$ cat src/spcbp_pkg.sv
// spcbp_pkg: constants, register map and types for the spindle commutation block
// assumes a 10 MHz core clock; all times are converted to cycles here
package spcbp_pkg;

  // core clock
  localparam int unsigned CLK_HZ        = 10_000_000;
  localparam int unsigned CLK_PERIOD_NS = 1_000_000_000 / CLK_HZ;

  // register bus
  localparam int unsigned ADDR_W = 4;
  localparam int unsigned DATA_W = 16;
  localparam logic [ADDR_W-1:0] REG_CTRL    = 4'h0;
  localparam logic [ADDR_W-1:0] REG_PRELOAD = 4'h4;
  localparam logic [ADDR_W-1:0] REG_DUTY    = 4'h8;
  localparam logic [ADDR_W-1:0] REG_STATUS  = 4'hC;

  // control fields
  localparam int unsigned CTRL_START_BIT = 0;
  localparam logic        CTRL_START_RST = 1'b1;

  // status fields
  localparam int unsigned ST_PHDET_BIT  = 0;
  localparam int unsigned ST_SEQEN_BIT  = 1;
  localparam int unsigned ST_STATE_LSB  = 2;
  localparam int unsigned ST_BEMF_BIT   = 5;
  localparam int unsigned ST_TRIPOL_BIT = 6;
  localparam int unsigned ST_SIDE_BIT   = 7;

  // drive pattern: {a_hi, a_lo, b_hi, b_lo, c_hi, c_lo}
  localparam int unsigned PAT_W = 6;
  localparam logic [PAT_W-1:0] PAT_ALL_ONES = 6'h3F;
  localparam logic [PAT_W-1:0] PAT_RST      = 6'h00;

  // chop timing
  localparam int unsigned CHOP_FREQ_HZ   = 22_000;
  localparam int unsigned CHOP_CYC       = CLK_HZ / CHOP_FREQ_HZ;
  localparam int unsigned MIN_OFF_NS     = 2000;
  localparam int unsigned MIN_OFF_CYC    = (MIN_OFF_NS + CLK_PERIOD_NS - 1) / CLK_PERIOD_NS;
  localparam int unsigned EDGE_NS        = 1500;
  localparam int unsigned EDGE_CYC       = (EDGE_NS + CLK_PERIOD_NS - 1) / CLK_PERIOD_NS;
  localparam int unsigned ON_DEL_PCT     = 22;
  localparam int unsigned RAMP_CYC       = CHOP_CYC - MIN_OFF_CYC;
  localparam int unsigned ON_DEL_CYC     = RAMP_CYC * ON_DEL_PCT / 100;
  localparam int unsigned BLANK_NS       = 25000;
  localparam int unsigned BLANK_CYC      = BLANK_NS / CLK_PERIOD_NS;
  localparam int unsigned CNT_W          = 9;
  localparam logic [CNT_W-1:0] DUTY_RST  = 9'h000;

  // commutation states, gray coded from S0 to S5; the S5 to S0 wrap changes all three bits
  typedef enum logic [2:0] {
    SPCBP_S0 = 3'h0,
    SPCBP_S1 = 3'h1,
    SPCBP_S2 = 3'h3,
    SPCBP_S3 = 3'h2,
    SPCBP_S4 = 3'h6,
    SPCBP_S5 = 3'h7
  } spcbp_state_t;

endpackage

$ cat src/spcbp_chop_if.sv
// spcbp_chop_if: carries chop timing between the top and the chop timer
// assumes both ends run on the same core clock
`timescale 1ns/1ns
interface spcbp_chop_if;
  import spcbp_pkg::*;
  logic             sync_p;
  logic [CNT_W-1:0] duty;
  logic             chop_on;
  logic             on_del_win;
  logic             blank;
  modport timer (input sync_p, input duty, output chop_on, output on_del_win, output blank);
  modport user  (output sync_p, output duty, input chop_on, input on_del_win, input blank);
endinterface

$ cat src/spcbp_chop.sv
// spcbp_chop: chop period timer with minimum off one-shot, on-delay window, blank pulse
// assumes sync_p is a one-cycle pulse on each commutation clock rising edge
`timescale 1ns/1ns
module spcbp_chop
  import spcbp_pkg::*;
(
  // clock and reset
  input  wire logic clk_i,
  input  wire logic rst_b_i,
  // timing link
  spcbp_chop_if.timer cif
);

  localparam logic [CNT_W-1:0] PER_M1  = CNT_W'(CHOP_CYC - 1);
  localparam logic [CNT_W-1:0] MAX_ON  = CNT_W'(CHOP_CYC - MIN_OFF_CYC);
  localparam logic [CNT_W-1:0] WIN_LEN = CNT_W'(ON_DEL_CYC);
  localparam logic [CNT_W-1:0] PER     = CNT_W'(CHOP_CYC);
  localparam logic [CNT_W-1:0] BLK_M1  = CNT_W'(BLANK_CYC - 1);

  logic [CNT_W-1:0] cnt_r, cnt_nxt;
  logic [CNT_W-1:0] blk_r, blk_nxt;
  logic             blk_on_r, blk_on_nxt;
  logic [CNT_W-1:0] blen_r, blen_nxt;
  logic [CNT_W-1:0] on_len;
  logic [CNT_W-1:0] off_len;

  assign on_len  = (cif.duty > MAX_ON) ? MAX_ON : cif.duty;
  assign off_len = PER - on_len;

  always_comb begin
    cnt_nxt    = cnt_r;
    blk_nxt    = blk_r;
    blk_on_nxt = blk_on_r;
    blen_nxt   = blen_r;
    if (cif.sync_p || cnt_r == PER_M1) begin
      cnt_nxt = '0;
    end else begin
      cnt_nxt = cnt_r + CNT_W'(1);
    end
    if (cif.sync_p) begin
      blk_on_nxt = 1'b1;
      blk_nxt    = '0;
    end else if (blk_on_r) begin
      if (blk_r == BLK_M1) begin
        blk_on_nxt = 1'b0;
      end else begin
        blk_nxt = blk_r + CNT_W'(1);
      end
    end
    // blank length seen by the width check; restarts with the pulse
    if (cif.sync_p) begin
      blen_nxt = '0;
    end else if (blk_on_r) begin
      blen_nxt = blen_r + CNT_W'(1);
    end
  end

  always_ff @(posedge clk_i) begin
    if (!rst_b_i) begin
      cnt_r    <= '0;
      blk_r    <= '0;
      blk_on_r <= 1'b0;
      blen_r   <= '0;
    end else begin
      cnt_r    <= cnt_nxt;
      blk_r    <= blk_nxt;
      blk_on_r <= blk_on_nxt;
      blen_r   <= blen_nxt;
    end
  end

  // off time first, then on portion
  assign cif.chop_on    = (cnt_r >= off_len);
  // window opens at end of off time
  assign cif.on_del_win = cif.chop_on && (cnt_r < off_len + WIN_LEN);
  assign cif.blank      = blk_on_r;
endmodule // spcbp_chop

$ cat src/spcbp_top.sv
// spcbp_top: spindle commutation sequencer and back EMF phase detection
// Summary of operation
// - start bit selects start or run-phased detection
// - start mode outputs xor of three comparators
// - detection keeps running in direct pattern drive
// - tripolar pattern marks detection as invalid
// - run mode uses run-phased detection after the first phase A fall
// - sample/hold holds during chop off time
// - phase flag updates on blank comparator rise
// - flag takes on-delay window value at edge
// - preload reaches outputs at commutation clock rise
// - all-ones preload enables state counter
// - next commutation edge then outputs state 0
// - every chop cycle has minimum off time
// - minimum off time exceeds fall plus rise
// - off one-shot syncs chop to commutation clock
// - on-delay window 22 percent after off time
// - chop blank pulse nominally 25 us
// - run mode alternates high and low side chop
// - first run crossing is phase A negative
// assumes pins from the motor side and the controller are asynchronous to clk_i
`timescale 1ns/1ns
module spcbp_top
  import spcbp_pkg::*;
(
  // clock and reset
  input  wire logic              clk_i,
  input  wire logic              rst_b_i,
  // register port
  input  wire logic [ADDR_W-1:0] reg_addr_i,
  input  wire logic [DATA_W-1:0] reg_wdata_i,
  input  wire logic              reg_wr_i,
  input  wire logic              reg_rd_i,
  output logic      [DATA_W-1:0] reg_rdata_o,
  // controller link
  input  wire logic              commutation_clock_i,
  output logic                   bemf_detect_out_o,
  // motor comparators
  input  wire logic [2:0]        phase_cmp_i,
  input  wire logic              blank_cmp_i,
  // drivers
  output logic      [PAT_W-1:0]  phase_drive_o,
  output logic                   chop_on_o,
  output logic                   chop_hi_side_o,
  output logic                   sh_hold_o,
  output logic                   chop_blank_o,
  output logic                   bemf_valid_o
);

  spcbp_chop_if cif ();

  // synchronisers: stage one feeds stage two only
  logic [4:0] sy1_r, sy2_r, sy3_r;
  always_ff @(posedge clk_i) begin
    if (!rst_b_i) begin
      sy1_r <= 5'h00;
      sy2_r <= 5'h00;
      sy3_r <= 5'h00;
    end else begin
      sy1_r <= {blank_cmp_i, phase_cmp_i, commutation_clock_i};
      sy2_r <= sy1_r;
      sy3_r <= sy2_r;
    end
  end

  logic       cclk_rise;
  logic       blank_rise;
  logic       cmp_a_fall;
  logic [2:0] cmp_s;
  assign cclk_rise  = sy2_r[0] && !sy3_r[0];
  assign blank_rise = sy2_r[4] && !sy3_r[4];
  assign cmp_a_fall = !sy2_r[1] && sy3_r[1];
  assign cmp_s      = sy2_r[3:1];

  function automatic logic [PAT_W-1:0] spcbp_pattern(input spcbp_state_t s);
    unique case (s)
      SPCBP_S0: spcbp_pattern = 6'h09;
      SPCBP_S1: spcbp_pattern = 6'h18;
      SPCBP_S2: spcbp_pattern = 6'h12;
      SPCBP_S3: spcbp_pattern = 6'h06;
      SPCBP_S4: spcbp_pattern = 6'h24;
      SPCBP_S5: spcbp_pattern = 6'h21;
      default:  spcbp_pattern = PAT_RST;
    endcase
  endfunction

  function automatic spcbp_state_t spcbp_step(input spcbp_state_t s);
    unique case (s)
      SPCBP_S0: spcbp_step = SPCBP_S1;
      SPCBP_S1: spcbp_step = SPCBP_S2;
      SPCBP_S2: spcbp_step = SPCBP_S3;
      SPCBP_S3: spcbp_step = SPCBP_S4;
      SPCBP_S4: spcbp_step = SPCBP_S5;
      SPCBP_S5: spcbp_step = SPCBP_S0;
      default:  spcbp_step = SPCBP_S0;
    endcase
  endfunction

  // comparator of the undriven phase; zero when none floats
  function automatic logic spcbp_float_cmp(input logic [PAT_W-1:0] p, input logic [2:0] c);
    logic r;
    r = 1'b0;
    if (p[5:4] == 2'b00) begin
      r = c[0];
    end else if (p[3:2] == 2'b00) begin
      r = c[1];
    end else if (p[1:0] == 2'b00) begin
      r = c[2];
    end
    return r;
  endfunction

  // registers
  logic             start_r, start_nxt;
  logic [PAT_W-1:0] pend_r, pend_nxt;
  logic [CNT_W-1:0] duty_r, duty_nxt;
  logic             seq_en_r, seq_en_nxt;
  logic             seq_first_r, seq_first_nxt;
  spcbp_state_t     state_r, state_nxt;
  logic [PAT_W-1:0] drive_r, drive_nxt;
  logic             phdet_r, phdet_nxt;
  logic             sh_r, sh_nxt;
  logic             bemf_r, bemf_nxt;
  logic             side_r, side_nxt;
  logic             first_run_r, first_run_nxt;
  logic [DATA_W-1:0] rdata_r, rdata_nxt;
  logic             tripolar;

  assign tripolar = (drive_r[5:4] != 2'b00) && (drive_r[3:2] != 2'b00)
                 && (drive_r[1:0] != 2'b00);

  always_comb begin
    start_nxt     = start_r;
    pend_nxt      = pend_r;
    duty_nxt      = duty_r;
    seq_en_nxt    = seq_en_r;
    seq_first_nxt = seq_first_r;
    state_nxt     = state_r;
    drive_nxt     = drive_r;
    phdet_nxt     = phdet_r;
    sh_nxt        = sh_r;
    bemf_nxt      = bemf_r;
    side_nxt      = side_r;
    first_run_nxt = first_run_r;
    rdata_nxt     = '0;
    if (reg_wr_i) begin
      unique case (reg_addr_i)
        REG_CTRL: begin
          start_nxt = reg_wdata_i[CTRL_START_BIT];
          if (start_r && !reg_wdata_i[CTRL_START_BIT]) begin
            first_run_nxt = 1'b1;
          end
        end
        REG_PRELOAD: begin
          pend_nxt = reg_wdata_i[PAT_W-1:0];
          if (reg_wdata_i[PAT_W-1:0] == PAT_ALL_ONES) begin
            seq_en_nxt    = 1'b1;
            seq_first_nxt = 1'b1;
          end else begin
            seq_en_nxt    = 1'b0;
            seq_first_nxt = 1'b0;
          end
        end
        REG_DUTY: duty_nxt = reg_wdata_i[CNT_W-1:0];
        default: ;
      endcase
    end
    if (reg_rd_i) begin
      unique case (reg_addr_i)
        REG_CTRL:    rdata_nxt[CTRL_START_BIT] = start_r;
        REG_PRELOAD: rdata_nxt[PAT_W-1:0] = pend_r;
        REG_DUTY:    rdata_nxt[CNT_W-1:0] = duty_r;
        REG_STATUS: begin
          rdata_nxt[ST_PHDET_BIT]                 = phdet_r;
          rdata_nxt[ST_SEQEN_BIT]                 = seq_en_r;
          rdata_nxt[ST_STATE_LSB+2:ST_STATE_LSB]  = state_r;
          rdata_nxt[ST_BEMF_BIT]                  = bemf_r;
          rdata_nxt[ST_TRIPOL_BIT]                = tripolar;
          rdata_nxt[ST_SIDE_BIT]                  = side_r;
        end
        default: rdata_nxt = '0;
      endcase
    end
    // drive changes only on commutation rise
    if (cclk_rise) begin
      if (seq_en_r) begin
        // first edge after enable gives state 0
        if (seq_first_r) begin
          state_nxt = SPCBP_S0;
        end else begin
          state_nxt = spcbp_step(state_r);
        end
        seq_first_nxt = 1'b0;
        drive_nxt     = spcbp_pattern(state_nxt);
      end else begin
        drive_nxt = pend_r;
      end
      // alternate chop side in run mode
      if (!start_r) begin
        side_nxt = !side_r;
      end
    end
    sh_nxt = !cif.chop_on;
    if (blank_rise) begin
      phdet_nxt = cif.on_del_win;
    end
    if (start_r) begin
      bemf_nxt = ^cmp_s;
    end else if (first_run_r) begin
      // hold high until phase A falls
      bemf_nxt = 1'b1;
      if (cmp_a_fall) begin
        bemf_nxt      = 1'b0;
        first_run_nxt = 1'b0;
      end
    end else if (!sh_r) begin
      bemf_nxt = spcbp_float_cmp(drive_r, cmp_s);
    end
  end

  always_ff @(posedge clk_i) begin
    if (!rst_b_i) begin
      start_r     <= CTRL_START_RST;
      pend_r      <= PAT_RST;
      duty_r      <= DUTY_RST;
      seq_en_r    <= 1'b0;
      seq_first_r <= 1'b0;
      state_r     <= SPCBP_S0;
      drive_r     <= PAT_RST;
      phdet_r     <= 1'b0;
      sh_r        <= 1'b1;
      bemf_r      <= 1'b0;
      side_r      <= 1'b0;
      first_run_r <= 1'b0;
      rdata_r     <= '0;
    end else begin
      start_r     <= start_nxt;
      pend_r      <= pend_nxt;
      duty_r      <= duty_nxt;
      seq_en_r    <= seq_en_nxt;
      seq_first_r <= seq_first_nxt;
      state_r     <= state_nxt;
      drive_r     <= drive_nxt;
      phdet_r     <= phdet_nxt;
      sh_r        <= sh_nxt;
      bemf_r      <= bemf_nxt;
      side_r      <= side_nxt;
      first_run_r <= first_run_nxt;
      rdata_r     <= rdata_nxt;
    end
  end

  assign cif.sync_p = cclk_rise;
  assign cif.duty   = duty_r;

  spcbp_chop u_chop (
    .clk_i   (clk_i),
    .rst_b_i (rst_b_i),
    .cif     (cif.timer)
  );

  assign reg_rdata_o       = rdata_r;
  assign bemf_detect_out_o = bemf_r;
  assign phase_drive_o     = drive_r;
  assign chop_on_o         = cif.chop_on;
  assign chop_hi_side_o    = side_r;
  assign sh_hold_o         = sh_r;
  assign chop_blank_o      = cif.blank;
  // tripolar drive gives no valid detection
  assign bemf_valid_o      = !tripolar;
endmodule // spcbp_top

$ cat config.mk
export PLATFORM = sky130hd
export DESIGN_NAME = spcbp_top
export DESIGN_NICKNAME = d
export VERILOG_FILES = /design/src/spcbp_pkg.sv /design/src/spcbp_chop_if.sv /design/src/spcbp_chop.sv /design/src/spcbp_top.sv
export SDC_FILE = /design/constraint.sdc
export NUM_CORES = 1
export LEC_CHECK = 0
export BUFFER_PORTS_ARGS = -buffer_cell sky130_fd_sc_hd__buf_2
export CORE_ASPECT_RATIO = 1.4
export CORE_MARGIN = 3
export CORE_UTILIZATION = 30
export CTS_BUF_LIST = sky130_fd_sc_hd__clkbuf_8 sky130_fd_sc_hd__clkbuf_16
export DETAILED_ROUTE_END_ITERATION = 6
export PLACE_DENSITY_LB_ADDON = 0.2
export SETUP_SLACK_MARGIN = 0.3
export SLEW_MARGIN = 10
export SYNTH_ARGS = -nofsm -noshare
export SYNTH_HDL_FRONTEND = slang
export SYNTH_SLANG_ARGS = --single-unit
$ cat constraint.sdc
create_clock -name clk_i -period 5.8 [get_ports clk_i]
set_input_delay 0 -clock clk_i [delete_from_list [all_inputs] [get_ports clk_i]]
set_output_delay 0 -clock clk_i [all_outputs]
set_load 0.05 [all_outputs]
== Word level (Yosys, flattened, before mapping) ==
Index checks and enable logic that the tools add are counted.

* Output and inout port bits: 28
* Register bits after elaboration: 82

* Bitwise operators: 3
* Magnitude comparators: 3
* Equal/unequal tests: 16
* Multiplexer cells: 31
* Add/subtract/negate cells: 4
* Reductions and logical operators: 35

{| class="wikitable"
|+ Operators by type and width
! operator !! number
|-
| one-hot mux 6 bit (6 select lines) || 1
|-
| two-way mux 1 bit || 21
|-
| adder 9 x 1 -> 9 bit, second input constant || 2
|-
| one-hot mux 3 bit (5 select lines) || 1
|-
| one-hot mux 5 bit (3 select lines) || 1
|-
| AND reduction 2 bit || 7
|-
| equality test 3 x 2 -> 1 bit, second input constant || 4
|-
| adder 9 x 7 -> 9 bit, second input constant || 1
|-
| equality test 3 bit, second input constant || 3
|-
| equality test 9 x 8 -> 1 bit, second input constant || 1
|-
| equality test 9 bit, second input constant || 1
|-
| >= comparator 9 bit || 1
|-
| > comparator 9 bit, second input constant || 1
|-
| < comparator 9 bit || 1
|-
| two-way mux 3 bit || 3
|-
| two-way mux 9 bit || 1
|-
| subtractor 9 bit, first input constant || 1
|-
| equality test 4 bit, second input constant || 2
|-
| logical AND 1 bit || 7
|-
| zero test 1 bit || 7
|-
| equality test 3 x 1 -> 1 bit, second input constant || 2
|-
| equality test 6 bit, second input constant || 1
|-
| zero test 2 bit || 3
|-
| zero test 3 bit || 2
|-
| 12 further kinds || 17
|}

== Logic depth before layout (Yosys ltp) ==
* Word-level depth: 8
* Mapped depth: 20
* Gate-level depth less buffers: 19

== Hierarchy ==
A second synthesis with hierarchy kept.

* Cell total of the unflattened synthesis: 416
* Area, all modules: 3757.4 um2

{| class="wikitable"
|+ By module, submodules not included
! module !! times used !! cells each !! sequential area each (um2) !! area each (um2)
|-
| spcbp_top || 1 || 226 || 1081.0 || 2158.3
|-
| spcbp_chop || 1 || 190 || 380.4 || 1599.0
|}

== Worst setup path after synthesis ==
No wires, ideal clock.

* Path kind: reg-to-reg
* From: reg duty_r[7] (netlist: cif.duty[7])
* To: reg phdet_r
* Stages on the path, launching flop included: 18
* Arrival: 3.915 ns
* Buffers on the path: 1
* Period minus slack after synthesis: 4.037 ns
* Slack: 1.763 ns
* Cell sequence: dfxtp_1 -> buf_2 -> and4_1 -> a31oi_1 -> o32ai_1 -> nand2_1 -> inv_1 -> ha_1 -> a21oi_1 -> or3_1 -> mux2i_1 -> ha_1 -> a31oi_1 -> nor2b_1 -> a211o_1 -> maj3_2 -> maj3_2 -> o311a_1

* Longest elaborated chain between the ends: 6
* Elaborated cells between the ends (all ways): 7

{| class="wikitable"
|+ Ends and longest elaborated chain
! element !! line !! RTL
|-
| start: declaration || spcbp_top.sv:116 || <nowiki>logic [CNT_W-1:0] duty_r, duty_nxt;</nowiki>
|-
| start signal: assignment || spcbp_top.sv:239 || <nowiki>duty_r <= duty_nxt;</nowiki>
|-
| > comparator 9 bit || spcbp_chop.sv:27 || <nowiki>assign on_len = (cif.duty > MAX_ON) ? MAX_ON : cif.duty;</nowiki>
|-
| two-way mux 9 bit (*) || spcbp_chop.sv:27 ||
|-
| subtractor 9 bit (*) || spcbp_chop.sv:28 || <nowiki>assign off_len = PER - on_len;</nowiki>
|-
| adder 9 x 7 -> 9 bit || spcbp_chop.sv:75 || <nowiki>assign cif.on_del_win = cif.chop_on && (cnt_r < off_len + WIN_LEN);</nowiki>
|-
| < comparator 9 bit || spcbp_chop.sv:75 ||
|-
| logical AND 1 bit (*) || spcbp_chop.sv:75 ||
|-
| end signal: assignment || spcbp_top.sv:244 || <nowiki>phdet_r <= phdet_nxt;</nowiki>
|-
| end: declaration || spcbp_top.sv:121 || <nowiki>logic phdet_r, phdet_nxt;</nowiki>
|}

Every way passes the cells marked *; elsewhere a longest branch is shown, timed or not.
A chain may end at the register's enable or synchronous reset.

== Worst setup path after layout ==
* From: reg duty_r[7] (netlist: cif.duty[7])
* To: out chop_on_o

* Longest elaborated chain between the ends: 4

{| class="wikitable"
|+ Ends and longest elaborated chain
! element !! line !! RTL
|-
| > comparator 9 bit || spcbp_chop.sv:27 ||
|-
| two-way mux 9 bit (*) || spcbp_chop.sv:27 ||
|-
| subtractor 9 bit (*) || spcbp_chop.sv:28 ||
|-
| >= comparator 9 bit (*) || spcbp_chop.sv:73 || <nowiki>assign cif.chop_on = (cnt_r >= off_len);</nowiki>
|-
| end: declaration || spcbp_top.sv:43 || <nowiki>output logic chop_on_o,</nowiki>
|}

Marks and branches as above.

==> impl_metrics.yaml <==
global_route:
  grt_use_met2_pct: 22.6
  grt_first_pass_wirelength_um: 14600
  pin_count_of_the_biggest_net_entering_global_routing: 51
  grt_util_met1_pct: 15.3
  leftover_overflow_at_the_end_of_global_routing: 0
  groute.layer.met3.usage_pct: 3.17
  grt_usage_pct: 13.0
  busiest_layer: "met2"
  grt_pass1_vias: 2982
  antenna_found_initial: 0
yosys:
  yosys.cell_types.count: 54
  post_synthesis_instance_area_um2: 3780
  avgSynthCellArea_um2: 8.85
  yosysTopAreaCell: "dfxtp_1"
  synth_flop_cell: "dfxtp_1"
  synth-seq-cells: 73
  synth-adder-area-share_pct: 8.21
  post-synth-top-count-cell: "dfxtp_1"
  portion_of_netlist_area_occupied_by_mux_cells_pct: 5.53
  combinational_family_with_the_most_area_after_synthesis: "simple AND/OR/NAND/NOR gates"
  post_synth_inst_count: 427
  simple_gate_area_share_of_the_yosys_netlist_pct: 23.0
  async_flop_share_pct: 0
  post_synth_xor_area_fraction_pct: 4.87
  yosys_warnings: 0
  yosysSeqAreaShare_pct: 38.7
  ys_top_cells_by_count: "73 x dfxtp_1, 39 x nor2_1, 35 x nand2_1"
  area_share_of_the_largest_cell_type_after_synthesis_pct: 38.7
  synth_compound_gate_area_share_pct: 15.5
  netlist_top_cells_area: "dfxtp_1 39%, ha_1 7.6%, nor2_1 3.9%"
  synth-edff-count: 0
clocking:
  ctsRootBufferMaster: "clkbuf_16"
  numCtsBuffers: 9
  post_cts.resized_instances: 0
  cts_clock_pin_slew_for_the_worst_setup_and_hold_paths_ps: 60
  tritoncts_clock_tree: "yes"
  cts.htree.levels: 3
  cts-root-to-sink-buffers: 2
  cts.sink_count: 73
  clk_latency_ps: 330
  cts_post_setup_buffers_inserted: 0
timing:
  rsz0062_at_grt: "no"
  slew_headroom_pct: 22.7
  finalHoldViolations: 0
  tns_ps: 0
  final_period_minus_worst_setup_slack_ps: 4840
  tightest_slew_ps: 1140
  finClkSkew_ps: 6.88
  timing.final.setup_violations: 0
  fmaxAchievable_ghz: 0.207
  period_share_pct: 83.4
  setup_ws_ps: 963
  timing_max_transition_violations_final: 0
worst_hold_path:
  hold_path_class: "input port to register"
placement:
  placement.io_buffers: 42
  detailedPlace.worstSlack_ps: 1280
  dpl-instance-area_um2: 4090
  gp_congestion: 0.874
  hpwl_um: 6610
drt:
  routedWlPerCell_um: 14.1
  overall_routed_net_length_um: 8890
  drt_pre_antenna_iters: 4
  route.vias.total: 3131
  dr.first_iter.drc_count: 110
  antenna_left: 0
  avgViaCountPerCell: 4.96
  drc: 0
critical_path:
  setup.worst_path.start_class: "register"
  setup.worst_path.class: "register to output pin"
  timing.critical_path.to_type: "output pin"
  worst_ep_required_time_ps: 5800
  cp_max_fo: 10
  worst_ep_arrival_time_ps: 4840
floorplanning:
  rows: 47
  die-height_um: 139
  design.portCount: 57
  initial_utilization_pct: 31.4
  core_um2: 12100
  die_width_um: 101
  die_area_um2: 14000
power_and_ir_drop:
  power_leakage_uw: 0.00195
  power_density_nw_per_um2: 277
  design_power_total_uw: 1270
  peakVddDrop_v: 0.000112
cells_and_area:
  fin_nets: 531
  layout-drive-gt1-share_pct: 14.5
  syn_to_final_growth_pct: 21.1
  antennaDiodeCount: 0
  final_core_utilization_pct: 38.0
  layout.cell_area.non_filler_um2: 4580
flow_run:
  max_cap_violations: 0
outcome:
  status: "complete, no violations"
[routing by layer]
layer	share of wire, %	vias to the layer above
met4	1.5	0
met1	43	1470
li1	-	1597
met2	51	54
met3	4.1	10
met5	0	-
[layout by cell type (no fill, tap or decap), types with 14 or more instances in the layout]
master,netlist,routed
nand2_1,35,35
nor2b_1,16,16
buf_2,3,42
ha_1,23,23
dlygate4sd3_1,0,14
dfxtp_1,73,73
nand3_1,19,19
nor2_1,39,39
o21ai_0,16,16
and2_1,15,15
a21boi_0,14,14
[logic make-up after synthesis]
group	after synthesis
XOR/XNOR	21
adder cells (fa/ha/maj)	25
multiplexers	19
flip-flops	73
AO/OA/AOI/OAI	84
AND/OR/NAND/NOR	170
buffers and inverters	34
other	1
[flip-flops by register name (all words and copies together) (netlist names), 3 cells and up]
signal	flops
cif.duty	9
pend_r	6
phase_drive_o	6
reg_rdata_o	9
state_r	3
sy1_r	5
sy2_r	5
sy3_r	3
u_chop.blk_r	9
u_chop.cnt_r	9
[repair_timing]
| item | CTS | global route |
|---|---|---|
| endpoints found under the setup margin | 0 | 0 |
| hold buffers | 14 | 0 |
| hold endpoints to repair | 19 | 0 |
[path summary, 6_finish.rpt]
kind	slack, ps	end	start	cells after the start
setup / recovery	960	chop_on_o	cif.duty[7]	17
hold / removal	60	reg_rdata_o[0]	reg_rd_i	3
setup reg to reg	1250	phdet_r	cif.duty[7]	16
hold reg to reg	430	sy2_r[3]	sy1_r[3]	1
[final cells by class]
| class | instances | area, um^2 |
|---|---|---|
| Multi-Input combinational cell | 326 | 2180 |
| Clock inverter | 7 | 125 |
| Timing Repair Buffer | 56 | 350 |
| Clock buffer | 9 | 225 |
| Fill cell | 1233 | 7480 |
| Tap cell | 147 | 184 |
| Inverter | 13 | 48.8 |
| Sequential cell | 73 | 1460 |
[worst max-delay path, stage by stage, from the launching register on]
cell and delay, ps:
dfxtp_1 500, and4_1 330, a31oi_1 110, o32ai_1 380
nand2_1 190, inv_1 110, ha_1 220, a21oi_1 80
or3_1 340, mux2i_1 400, ha_1 330, a31oi_1 160
nor2b_1 60, a211o_1 240, maj3_2 330, maj3_2 320
a21o_1 190, buf_2 210
[metrics by stage]
step                      cells  hold WS [ps]
after floorplan             433           127
after global routing        631          92.2
after global placement      601           212
final                       631          59.1
after CTS                   631          55.6
after detailed placement    601           212
[power breakdown]
part           leakage (uW)  internal, uW  switching (uW)  total [uW]
Sequential         0.000592           513            11.1         524
Clock              0.000171           425             225         649
Combinational       0.00118          37.3            59.0        96.3
Power figures use the tool's default switching activity.
